--- src/design/gpp_regs.svh ---
// register offsets, field positions and reset values of the gpio port
`ifndef GPP_REGS_SVH
`define GPP_REGS_SVH
`define GPP_ADDR_W 4
`define GPP_OFS_DATA 4'h0
`define GPP_OFS_IRQ_EN 4'h4
`define GPP_OFS_DM_LOW 4'h8
`define GPP_OFS_DM_HIGH 4'hc
`define GPP_OFS_CONFIG 4'h0
`define GPP_CFG_MODE_BIT 0
`define GPP_RST_DATA 8'h00
`define GPP_RST_IRQ_EN 8'h00
`define GPP_RST_DM_LOW 8'h00
`define GPP_RST_DM_HIGH 8'hff
`define GPP_RST_CONFIG 8'h00
`endif

--- src/design/gpp_pkg.sv ---
// types of the gpio port
package gpp_pkg;
  typedef enum logic [1:0] {
    GPP_DM_PULLUP,
    GPP_DM_STRONG,
    GPP_DM_ANALOG,
    GPP_DM_OPEN_DRAIN
  } gpp_drive_mode_t;
  typedef enum logic {
    GPP_IRQ_LOW,
    GPP_IRQ_CHANGE
  } gpp_irq_mode_t;
endpackage

--- src/design/gpp_port.sv ---
// gpio port: pin data, pin interrupts, wired-or port interrupt, data bypass
// How it works
// - each pin has an interrupt enable bit at its own bit position, one enables
// - one mode bit for all pins: 0 interrupt on low, 1 on change
// - change mode: last read 0 interrupts on high, last read 1 on low
// - a disabled pin never asserts its interrupt in either mode
// - each pin drives an active-low open-drain interrupt, wire-ored to one line
// - a pin interrupt depends only on its enable and the mode condition
// - enabling a pin already meeting the condition asserts its interrupt at once
// - pin interrupt holds until disable, pin flip, change-mode read or mode change
// - port interrupt raised on new falling of wired line, released when all let go
// - a second pin holding the line hides the first pin's release
// - unread in change mode, compare stays against the stored reference latch
// - writing data bit sets output high for one, low for zero, unless bypassed
// - data reads return pin levels; other registers read back stored contents
// - an enabled internal serial function routes its own output data to its pins
// - on a four-pin port only the low four enable bits act
// - a pin in analog drive mode reads zero and cannot usefully interrupt
// - the interrupt mode selector is bit 0 of the io configuration register
//
// The placing of the registers and the Avalon-MM slave port were decided locally.
`timescale 1ns/1ps
`include "gpp_regs.svh"

module gpp_port #(
  parameter int PINS = 8
) (
  input wire logic MCLK_I,
  input wire logic SYS_RST_I,
  input wire logic [`GPP_ADDR_W-1:0] AVS_ADDRESS_I,
  input wire logic AVS_READ_I,
  input wire logic AVS_WRITE_I,
  input wire logic [31:0] AVS_WRITEDATA_I,
  input wire logic [3:0] AVS_BYTEENABLE_I,
  input wire logic CFG_SEL_I,
  output logic [31:0] AVS_READDATA_O,
  output logic AVS_WAITREQUEST_O,
  output logic AVS_RESPONSE_ERR_O,
  input wire logic [PINS-1:0] PIN_I,
  output logic [PINS-1:0] PIN_O,
  output logic [PINS-1:0] PIN_OE_N_O,
  input wire logic [PINS-1:0] ALT_SEL_I,
  input wire logic [PINS-1:0] ALT_DATA_I,
  output logic [PINS-1:0] PIN_IRQ_N_O,
  output logic PORT_IRQ_O
);

  // registers
  logic [PINS-1:0] port_pin_data_reg;
  logic [PINS-1:0] port_irq_enable_reg;
  logic [PINS-1:0] drive_mode_low_reg;
  logic [PINS-1:0] drive_mode_high_reg;
  logic [7:0] io_config_one;
  logic [PINS-1:0] ref_latch;
  logic [PINS-1:0] pin_meta;
  logic [PINS-1:0] pin_sync;
  logic [PINS-1:0] alt_sel_meta;
  logic [PINS-1:0] alt_sel_sync;
  logic [PINS-1:0] alt_data_meta;
  logic [PINS-1:0] alt_data_sync;
  logic line_low_q;
  logic ack;

  // widens a register to the bus word; bits above the port read zero
  function automatic logic [31:0] to_word(input logic [PINS-1:0] value);
    to_word = {{(32-PINS){1'b0}}, value};
  endfunction

  function automatic gpp_pkg::gpp_drive_mode_t drive_mode_of(input logic dm1,
      input logic dm0);
    drive_mode_of = gpp_pkg::gpp_drive_mode_t'({dm1, dm0});
  endfunction

  function automatic logic drives_high(input logic dm1, input logic dm0);
    // pull-up and open drain leave the high side to the resistor or the board
    drives_high = (drive_mode_of(dm1, dm0) == gpp_pkg::GPP_DM_STRONG);
  endfunction

  function automatic logic drives_low(input logic dm1, input logic dm0);
    // analog is the only mode that lets go of both sides
    drives_low = (drive_mode_of(dm1, dm0) != gpp_pkg::GPP_DM_ANALOG);
  endfunction

  function automatic logic meets_mode(input logic mode, input logic level,
      input logic ref_level);
    if (gpp_pkg::gpp_irq_mode_t'(mode) == gpp_pkg::GPP_IRQ_LOW) begin
      meets_mode = ~level;
    end else begin
      // change mode compares with the level returned by the last data read
      meets_mode = level ^ ref_level;
    end
  endfunction

  // bus decode
  wire logic req = (AVS_READ_I | AVS_WRITE_I) & ~ack;
  // writes land at the edge where the master sees waitrequest low
  wire logic accepted = ack & (AVS_READ_I | AVS_WRITE_I);
  wire logic hit_data = ~CFG_SEL_I & (AVS_ADDRESS_I == `GPP_OFS_DATA);
  wire logic hit_ie = ~CFG_SEL_I & (AVS_ADDRESS_I == `GPP_OFS_IRQ_EN);
  wire logic hit_dm0 = ~CFG_SEL_I & (AVS_ADDRESS_I == `GPP_OFS_DM_LOW);
  wire logic hit_dm1 = ~CFG_SEL_I & (AVS_ADDRESS_I == `GPP_OFS_DM_HIGH);
  wire logic hit_cfg = CFG_SEL_I & (AVS_ADDRESS_I == `GPP_OFS_CONFIG);
  wire logic hit_any = hit_data | hit_ie | hit_dm0 | hit_dm1 | hit_cfg;
  wire logic wr_lane0 = accepted & AVS_WRITE_I & AVS_BYTEENABLE_I[0];
  wire logic wr_data = wr_lane0 & hit_data;
  wire logic wr_ie = wr_lane0 & hit_ie;
  wire logic wr_dm0 = wr_lane0 & hit_dm0;
  wire logic wr_dm1 = wr_lane0 & hit_dm1;
  wire logic wr_cfg = wr_lane0 & hit_cfg;
  wire logic [PINS-1:0] wdata = AVS_WRITEDATA_I[PINS-1:0];
  wire logic [7:0] wdata_cfg = AVS_WRITEDATA_I[7:0];
  // the reference latches follow only true data reads, once per transfer
  wire logic data_read = req & AVS_READ_I & hit_data;
  wire logic rd_take = req & AVS_READ_I;

  // per-pin decode
  wire logic irq_mode_select = io_config_one[`GPP_CFG_MODE_BIT];
  wire logic [PINS-1:0] analog_mode;
  wire logic [PINS-1:0] pin_level;
  wire logic [PINS-1:0] irq_cond;
  wire logic [PINS-1:0] enable_eff;
  wire logic [PINS-1:0] pin_irq_act;
  wire logic [PINS-1:0] drive_value;
  wire logic [PINS-1:0] drive_enable;

  for (genvar i = 0; i < PINS; i++) begin : g_pin
    // four-pin ports ignore the upper enable bits
    localparam bit enable_acts = (PINS > 4) || (i < 4);
    wire logic dm1 = drive_mode_high_reg[i];
    wire logic dm0 = drive_mode_low_reg[i];
    assign analog_mode[i] = drive_mode_of(dm1, dm0) == gpp_pkg::GPP_DM_ANALOG;
    // an analog pin has its input buffer off and reads zero
    assign pin_level[i] = pin_sync[i] & ~analog_mode[i];
    assign irq_cond[i] = meets_mode(irq_mode_select, pin_level[i], ref_latch[i]);
    assign enable_eff[i] = port_irq_enable_reg[i] & enable_acts;
    // a disabled pin stays released whatever the mode
    assign pin_irq_act[i] = enable_eff[i] & irq_cond[i];
    // an enabled serial function takes the pin over from the data register
    assign drive_value[i] = alt_sel_sync[i] ? alt_data_sync[i] : port_pin_data_reg[i];
    assign drive_enable[i] = drive_value[i] ? drives_high(dm1, dm0) : drives_low(dm1, dm0);
  end

  // wired-or of the open-drain pin interrupts
  wire logic line_low = |pin_irq_act;
  // a handover between pins keeps the line low, so no new edge appears
  wire logic line_new = line_low & ~line_low_q;
  // data reads return pin levels, every other register its stored bits
  wire logic [31:0] rd_mux =
    hit_data ? to_word(pin_level) :
    hit_ie ? to_word(port_irq_enable_reg) :
    hit_dm0 ? to_word(drive_mode_low_reg) :
    hit_dm1 ? to_word(drive_mode_high_reg) :
    hit_cfg ? {24'h000000, io_config_one} : 32'h00000000;

  // two flops on every pin before any logic looks at it
  always_ff @(posedge MCLK_I) begin
    pin_meta <= PIN_I;
    pin_sync <= pin_meta;
  end

  // select and data cross apart, so a change of both may mix for one cycle
  always_ff @(posedge MCLK_I) begin
    alt_sel_meta <= ALT_SEL_I;
    alt_sel_sync <= alt_sel_meta;
  end

  always_ff @(posedge MCLK_I) begin
    alt_data_meta <= ALT_DATA_I;
    alt_data_sync <= alt_data_meta;
  end

  // bus slave: one wait state, answer on the second cycle of the request
  always_ff @(posedge MCLK_I) begin
    if (SYS_RST_I) begin
      ack <= 1'b0;
    end else begin
      ack <= req;
    end
  end

  always_ff @(posedge MCLK_I) begin
    if (SYS_RST_I) begin
      AVS_WAITREQUEST_O <= 1'b1;
    end else begin
      AVS_WAITREQUEST_O <= ~req;
    end
  end

  // read data stays zero outside the answer cycle
  always_ff @(posedge MCLK_I) begin
    if (SYS_RST_I) begin
      AVS_READDATA_O <= 32'h00000000;
    end else begin
      AVS_READDATA_O <= rd_take ? rd_mux : 32'h00000000;
    end
  end

  // an unmapped address answers with an error and zero data
  always_ff @(posedge MCLK_I) begin
    if (SYS_RST_I) begin
      AVS_RESPONSE_ERR_O <= 1'b0;
    end else begin
      AVS_RESPONSE_ERR_O <= req & ~hit_any;
    end
  end

  // register writes, one short process per register
  always_ff @(posedge MCLK_I) begin
    if (SYS_RST_I) begin
      port_pin_data_reg <= PINS'(`GPP_RST_DATA);
    end else if (wr_data) begin
      port_pin_data_reg <= wdata;
    end
  end

  always_ff @(posedge MCLK_I) begin
    if (SYS_RST_I) begin
      port_irq_enable_reg <= PINS'(`GPP_RST_IRQ_EN);
    end else if (wr_ie) begin
      port_irq_enable_reg <= wdata;
    end
  end

  always_ff @(posedge MCLK_I) begin
    if (SYS_RST_I) begin
      drive_mode_low_reg <= PINS'(`GPP_RST_DM_LOW);
    end else if (wr_dm0) begin
      drive_mode_low_reg <= wdata;
    end
  end

  // drive modes wake up analog, so no pin is driven or read until set
  always_ff @(posedge MCLK_I) begin
    if (SYS_RST_I) begin
      drive_mode_high_reg <= PINS'(`GPP_RST_DM_HIGH);
    end else if (wr_dm1) begin
      drive_mode_high_reg <= wdata;
    end
  end

  always_ff @(posedge MCLK_I) begin
    if (SYS_RST_I) begin
      io_config_one <= `GPP_RST_CONFIG;
    end else if (wr_cfg) begin
      io_config_one <= wdata_cfg;
    end
  end

  // reference level: refreshed on each data read, the value returned
  always_ff @(posedge MCLK_I) begin
    if (SYS_RST_I) begin
      ref_latch <= '0;
    end else if (data_read) begin
      ref_latch <= pin_level;
    end
  end

  // port interrupt: edge to assert, level to release
  always_ff @(posedge MCLK_I) begin
    if (SYS_RST_I) begin
      line_low_q <= 1'b0;
    end else begin
      line_low_q <= line_low;
    end
  end

  always_ff @(posedge MCLK_I) begin
    if (SYS_RST_I) begin
      PORT_IRQ_O <= 1'b0;
    end else if (line_new) begin
      PORT_IRQ_O <= 1'b1;
    end else if (~line_low) begin
      PORT_IRQ_O <= 1'b0;
    end
  end

  always_ff @(posedge MCLK_I) begin
    if (SYS_RST_I) begin
      PIN_IRQ_N_O <= '1;
    end else begin
      PIN_IRQ_N_O <= ~pin_irq_act;
    end
  end

  // pin drivers
  always_ff @(posedge MCLK_I) begin
    if (SYS_RST_I) begin
      PIN_O <= '0;
    end else begin
      PIN_O <= drive_value;
    end
  end

  always_ff @(posedge MCLK_I) begin
    if (SYS_RST_I) begin
      PIN_OE_N_O <= '1;
    end else begin
      PIN_OE_N_O <= ~drive_enable;
    end
  end

endmodule

--- config.mk ---
export PLATFORM = sky130hd
export DESIGN_NAME = gpp_port
export DESIGN_NICKNAME = d
export VERILOG_FILES = /design/src/design/gpp_pkg.sv /design/src/design/gpp_port.sv
export VERILOG_INCLUDE_DIRS = /design/src /design/src/design
export SDC_FILE = /design/constraint.sdc
export NUM_CORES = 1
export LEC_CHECK = 0
export ABC_AREA = 1
export BUFFER_PORTS_ARGS = -buffer_cell sky130_fd_sc_hd__buf_4
export CAP_MARGIN = 20
export CELL_PAD_IN_SITES_DETAIL_PLACEMENT = 0
export CELL_PAD_IN_SITES_GLOBAL_PLACEMENT = 1
export CORE_UTILIZATION = 38
export CTS_BUF_LIST = sky130_fd_sc_hd__clkbuf_4 sky130_fd_sc_hd__clkbuf_8 sky130_fd_sc_hd__clkbuf_16
export CTS_CLUSTER_DIAMETER = 100
export CTS_CLUSTER_SIZE = 28
export DETAILED_ROUTE_END_ITERATION = 10
export PLACE_DENSITY_LB_ADDON = 0.1
export REMOVE_ABC_BUFFERS = 1
export SLEW_MARGIN = 20
export SYNTH_ARGS = -nofsm -noshare
export SYNTH_HDL_FRONTEND = slang
export SYNTH_SLANG_ARGS = --single-unit
--- constraint.sdc ---
create_clock -name MCLK_I -period 1.8 [get_ports MCLK_I]
set_input_delay 0.09 -clock MCLK_I [delete_from_list [all_inputs] [get_ports MCLK_I]]
set_output_delay 0.09 -clock MCLK_I [all_outputs]
set_load 0.03 [all_outputs]
Word level (Yosys, flattened, before mapping)
Cells that the tools add are included.
W data, S select, Z words.

storage, ports and cells
  input bits = 69
  output and inout port bits = 59
  word-level logic and storage cells = 156
  register bits = 157

cells by class
  mux-type cells = 31
  equal/unequal tests = 28
  reduce and logical (&&, ||, !) cells = 4
  bitwise operators = 71

operator list
  cell                  count
  $mux W8               5
  $and A1 B1 Y1         34
  $mux W1               26
  $not A1 Y1            22
  $eq A2 B1 Y1 const B  8
  $eq A2 B2 Y1 const B  8
  $ne A2 B2 Y1 const B  8
  $not A8 Y8            2
  $eq A4 B4 Y1 const B  2
  $reduce_or A8 Y1      1
  $xor A1 B1 Y1         8
  $reduce_or A6 Y1      1
  $or A1 B1 Y1          5
  $eq A4 B3 Y1 const B  1
  $logic_not A4 Y1      1
  $ne A2 B1 Y1 const B  1
  $reduce_or A2 Y1      1

Logic depth before layout (Yosys ltp)
  depth after elaboration = 9
  gate-level depth with buffers = 10
  gate-level depth less buffers = 10

Worst setup path before layout
Ideal clock, no wire load.

  kind = reg2reg
  from = register ack
  to = register port_pin_data_reg[5]
  buffers on the path = 1
  data required time = 1.668 ns
  path slack = 0.547 ns
  library setup time = 0.132 ns
  clock period less this slack = 1.253 ns
  stages on the path, launching flop included = 7
  data arrival time = 1.120 ns
  cells stage by stage = dfxtp_1 > nand3_1 > inv_1 > buf_2 > nand2_1 > nand2_1 > a21oi_1

on the way
  cells in the longest elaborated chain, start to end = 4

RTL lines
  what                        line             text
  start: declaration          gpp_port.sv:62   logic ack;
  start signal: assignment    gpp_port.sv:177  ack <= req;
  $and A1 B1 Y1               gpp_port.sv:97   wire logic accepted = ack & (AVS_READ_I | AVS_WRITE_I);
  $and A1 B1 Y1 (2 in a row)  gpp_port.sv:104  wire logic wr_lane0 = accepted & AVS_WRITE_I & AVS_BYTEENABLE_I[0];
  $and A1 B1 Y1               gpp_port.sv:105  wire logic wr_data = wr_lane0 & hit_data;
  end signal: assignment      gpp_port.sv:210  port_pin_data_reg <= PINS'(`GPP_RST_DATA);
  end signal: assignment      gpp_port.sv:212  port_pin_data_reg <= wdata;
  end: declaration            gpp_port.sv:49   logic [PINS-1:0] port_pin_data_reg;

Every way passes these cells.
A chain may end at the register's enable or synchronous reset.

Worst setup path after layout
  from = register io_config_one[0]
  to = register PORT_IRQ_O

on the way
  cells in the longest elaborated chain, start to end = 5
  elaborated cells between the ends (all ways) = 20
  classes of those cells = eq/ne: 1; mux: 9; bitwise: 9; reduce/logical: 1

RTL lines
  what                                                      line             text
  start: declaration                                        gpp_port.sv:53   logic [7:0] io_config_one;
  start signal: assignment                                  gpp_port.sv:243  io_config_one <= `GPP_RST_CONFIG;
  start signal: assignment                                  gpp_port.sv:245  io_config_one <= wdata_cfg;
  $mux W1                                                   gpp_port.sv:86   if (gpp_pkg::gpp_irq_mode_t'(mode) == gpp_pkg::GPP_IRQ_LOW) begin
  $and A1 B1 Y1                                             gpp_port.sv:137  assign pin_irq_act[i] = enable_eff[i] & irq_cond[i];
  $reduce_or A8 Y1 *                                        gpp_port.sv:144  wire logic line_low = |pin_irq_act;
  $and A1 B1 Y1                                             gpp_port.sv:146  wire logic line_new = line_low & ~line_low_q;
  $ne A2 B1 Y1 (no source line) or $mux W1 (tied branches)  -
  end signal: assignment                                    gpp_port.sv:269  PORT_IRQ_O <= 1'b0;
  end signal: assignment                                    gpp_port.sv:271  PORT_IRQ_O <= 1'b1;
  end signal: assignment                                    gpp_port.sv:273  PORT_IRQ_O <= 1'b0;
  end: declaration                                          gpp_port.sv:45   output logic PORT_IRQ_O

Every way passes the cells marked *; elsewhere a longest branch is shown, timed or not.

==> run_results.csv <==
group,metric,value,unit
clock_network,cts_resized,0,
timing,finalHoldViolCount,0,
clock_network,cts_sinks,133,
synthesis,ys_seq_area_share,58.1,%
critical_path,crit_chain,"nand2_1, inv_1, nand2_1, nand3_1, nand2_1, nor2_1, nand2_1, nand2_1, nor2_1",
cells_and_area,drive_above_1_share,20.0,%
critical_path,startpoint_type,"flop",
floorplan,start_util,39.7,%
timing,drv_slew,0,
timing,skew,0.0148,ns
grt,grt-ovfl-total,0,
clock_network,cts_hold_repair.buffers,32,
timing,fin_crit,1.47,ns
synthesis,yosysTopAreaCell,"dfxtp_1",
cells_and_area,fill_cells,1102,
cells_and_area,nets,712,
cells_and_area,antenna_cells,0,
floorplan,die_w,112,microns
synthesis,synth_area_leaders,"dfxtp_1 58%, nand2_1 8.6%, a21oi_1 4.9%",
grt,grt_pass1_wl,17100,microns
route,first_pass_iters,7,
floorplan,die_y,112,microns
cells_and_area,multi_input_area,0.00159,sq mm
route,drc,6,
synthesis,syn_inst,523,
critical_path,slowest_stage,"dfxtp_1",
floorplan,rows,39,
clock_network,htreeDepth,4,
grt,grt_max_degree,44,
pwr,power.leakage,2.73,nW
synthesis,synth.top_cells.by_count,"133 x dfxtp_1, 105 x nand2_1, 56 x nor2_1",
worst_hold_path,hp-class,"in2reg",
clock_network,cts_tree,"built",
cells_and_area,seq_area,0.00266,sq mm
route,wl_per_cell,13.6,microns
clock_network,clk_pin_slew,0.06,ns
floorplan,dieArea,0.0125,sq mm
timing,relSlewSlack,59.5,%
floorplan,io_pins,128,
critical_path,cp_max_fo,10,
synthesis,ys_async_sr_fraction,0,%
route,via_per_inst,4.61,
route,wirelength,10900,microns
critical_path,max_stage_delay,0.60,ns
synthesis,synth_top_area_share,58.1,%
timing,worst_pin_slew,0.606,ns
pwr,peakVddDrop,913,uV
pwr,power_density,1110,mW/mm^2
placement,place.gp.congestion,0.736,
run_status,violations,"design-rule violations",
synthesis,yosys_warnings,0,
critical_path,critPathCaptureType,"flop",
floorplan,core_area,0.0116,sq mm
critical_path,critical_path_required,2.10,ns
placement,place_hpwl,7430,microns
route,vias,3685,
clock_network,numCtsBuffers,17,
timing,post-route-period-util,81.5,%
critical_path,crit_type,"reg2reg",
synthesis,synth_flop_cell,"dfxtp_1",
synthesis,avgSynthCellArea,8.77,sq um
clock_network,clock_tree.buffer_depth,2,
run_status,status,"complete, but fails checks",
route,drt_iter0_markers,172,
timing,max_freq,0.682,GHz
timing,timing.hold.ws,0.0123,ns
timing,finalSetupViolations,0,
synthesis,synth_most_common_cell,"dfxtp_1",
grt,track_usage,18.3,%
synthesis,syn_area,0.00459,sq mm
critical_path,critical_path_arrival,1.76,ns
grt,grt_pass1_vias,3395,
run,max_cap_violations,0,
synthesis,ys_types,26,
clock_network,postCtsSetupBuffers,0,
clock_network,clockRootBuffer,"clkbuf_16",
cells_and_area,syn_to_final_growth,34.0,%
timing,rsz0062_at_grt,"no",
synthesis,ys_ff_latch,133,
route,ant_nets,0,
clock_network,clkLatencyLatePin,0.42,ns
grt,grt_antenna_before_repair,0,
synthesis,synth_edf_count,0,
timing,setup_tns,0,ns
critical_path,path_common_cell,"nand2_1",
placement,portBuffers,76,
kinds of logic after synthesis:
kind of cell | count (synthesis) | share of synthesized area [%]
AO/OA/AOI/OAI | 89 | 10.6
buffers and inverters | 79 | 9.06
multiplexers | 8 | 1.75
AND/OR/NAND/NOR | 213 | 20.5
other | 1 | 0.0818
flip-flops | 133 | 58.1
layer usage:
metal | vias up | GRT usage (%) | part of all wire [%]
met4 | 0 | 7.57 | 0.96
met2 | 96 | 28.4 | 46
li1 | 1899 | - | -
met5 | - | 0 | 0
met1 | 1679 | 23.8 | 48
met3 | 11 | 5.39 | 4.9
worst max-delay path: cells and delay by family, from the launching register on:
family	cells	cell delay, ns
buffers and inverters	1	0.08
DFF	1	0.60
and+or+nand+nor	8	0.68
where the power goes:
| part | internal [mW] | total, mW | switching, mW |
|---|---|---|---|
| registers | 3.02 | 3.05 | 0.0259 |
| clock network | 2.16 | 3.39 | 1.23 |
| logic | 0.153 | 0.379 | 0.226 |
layout make-up:
class,count,area share (%)
clock buffer,21,7.72
timing repair buffer,116,15.5
tap,143,2.91
clock inverter,11,2.06
multi-input combinational,334,25.9
inverter,41,2.59
sequential,133,43.3
cell usage in the layout, fill, tap and decap left out, types with 2 or more instances in the layout:
master | synthesis | routed
a21oi_1 | 45 | 45
a21oi_2 | 2 | 2
buf_4 | 24 | 84
bufinv_16 | 0 | 2
clkbuf_16 | 0 | 17
clkbuf_8 | 0 | 3
clkinv_2 | 0 | 2
clkinv_4 | 1 | 4
clkinvlp_4 | 0 | 4
conb_1 | 1 | 24
dfxtp_1 | 133 | 133
dlygate4sd3_1 | 0 | 32
inv_1 | 39 | 39
mux2i_1 | 8 | 8
nand2_1 | 105 | 105
nand2_4 | 3 | 3
nand3_1 | 35 | 35
nand4_1 | 8 | 8
nor2_1 | 56 | 56
nor3_4 | 3 | 3
o211ai_1 | 8 | 8
o21ai_0 | 30 | 30
o21ai_2 | 2 | 2
path summary, 6_finish.rpt:
kind,startpoint,end,slack (ns),cells past startpoint
max,io_config_one[0],PORT_IRQ_O,0.33,9
min,SYS_RST_I,PIN_O[1],0.01,2
max reg2reg,io_config_one[0],PORT_IRQ_O,0.33,9
min reg2reg,alt_sel_meta[4],alt_sel_sync[4],0.32,0
stage by stage:
step	utilization [%]	cell area [sq um]	instances	worst slack, ns	total power, mW
finish	53.1	6150	799	0.333	6.82
global route	53.1	6150	799	0.124	7.06
CTS	53.1	6150	799	0.317	6.90
detailed placement	45.2	5230	735	0.322	3.44
global placement	45.2	5230	735	0.335	3.43
floorplan	-	4420	508	0.179	3.28
Power figures use the tool's default switching activity.
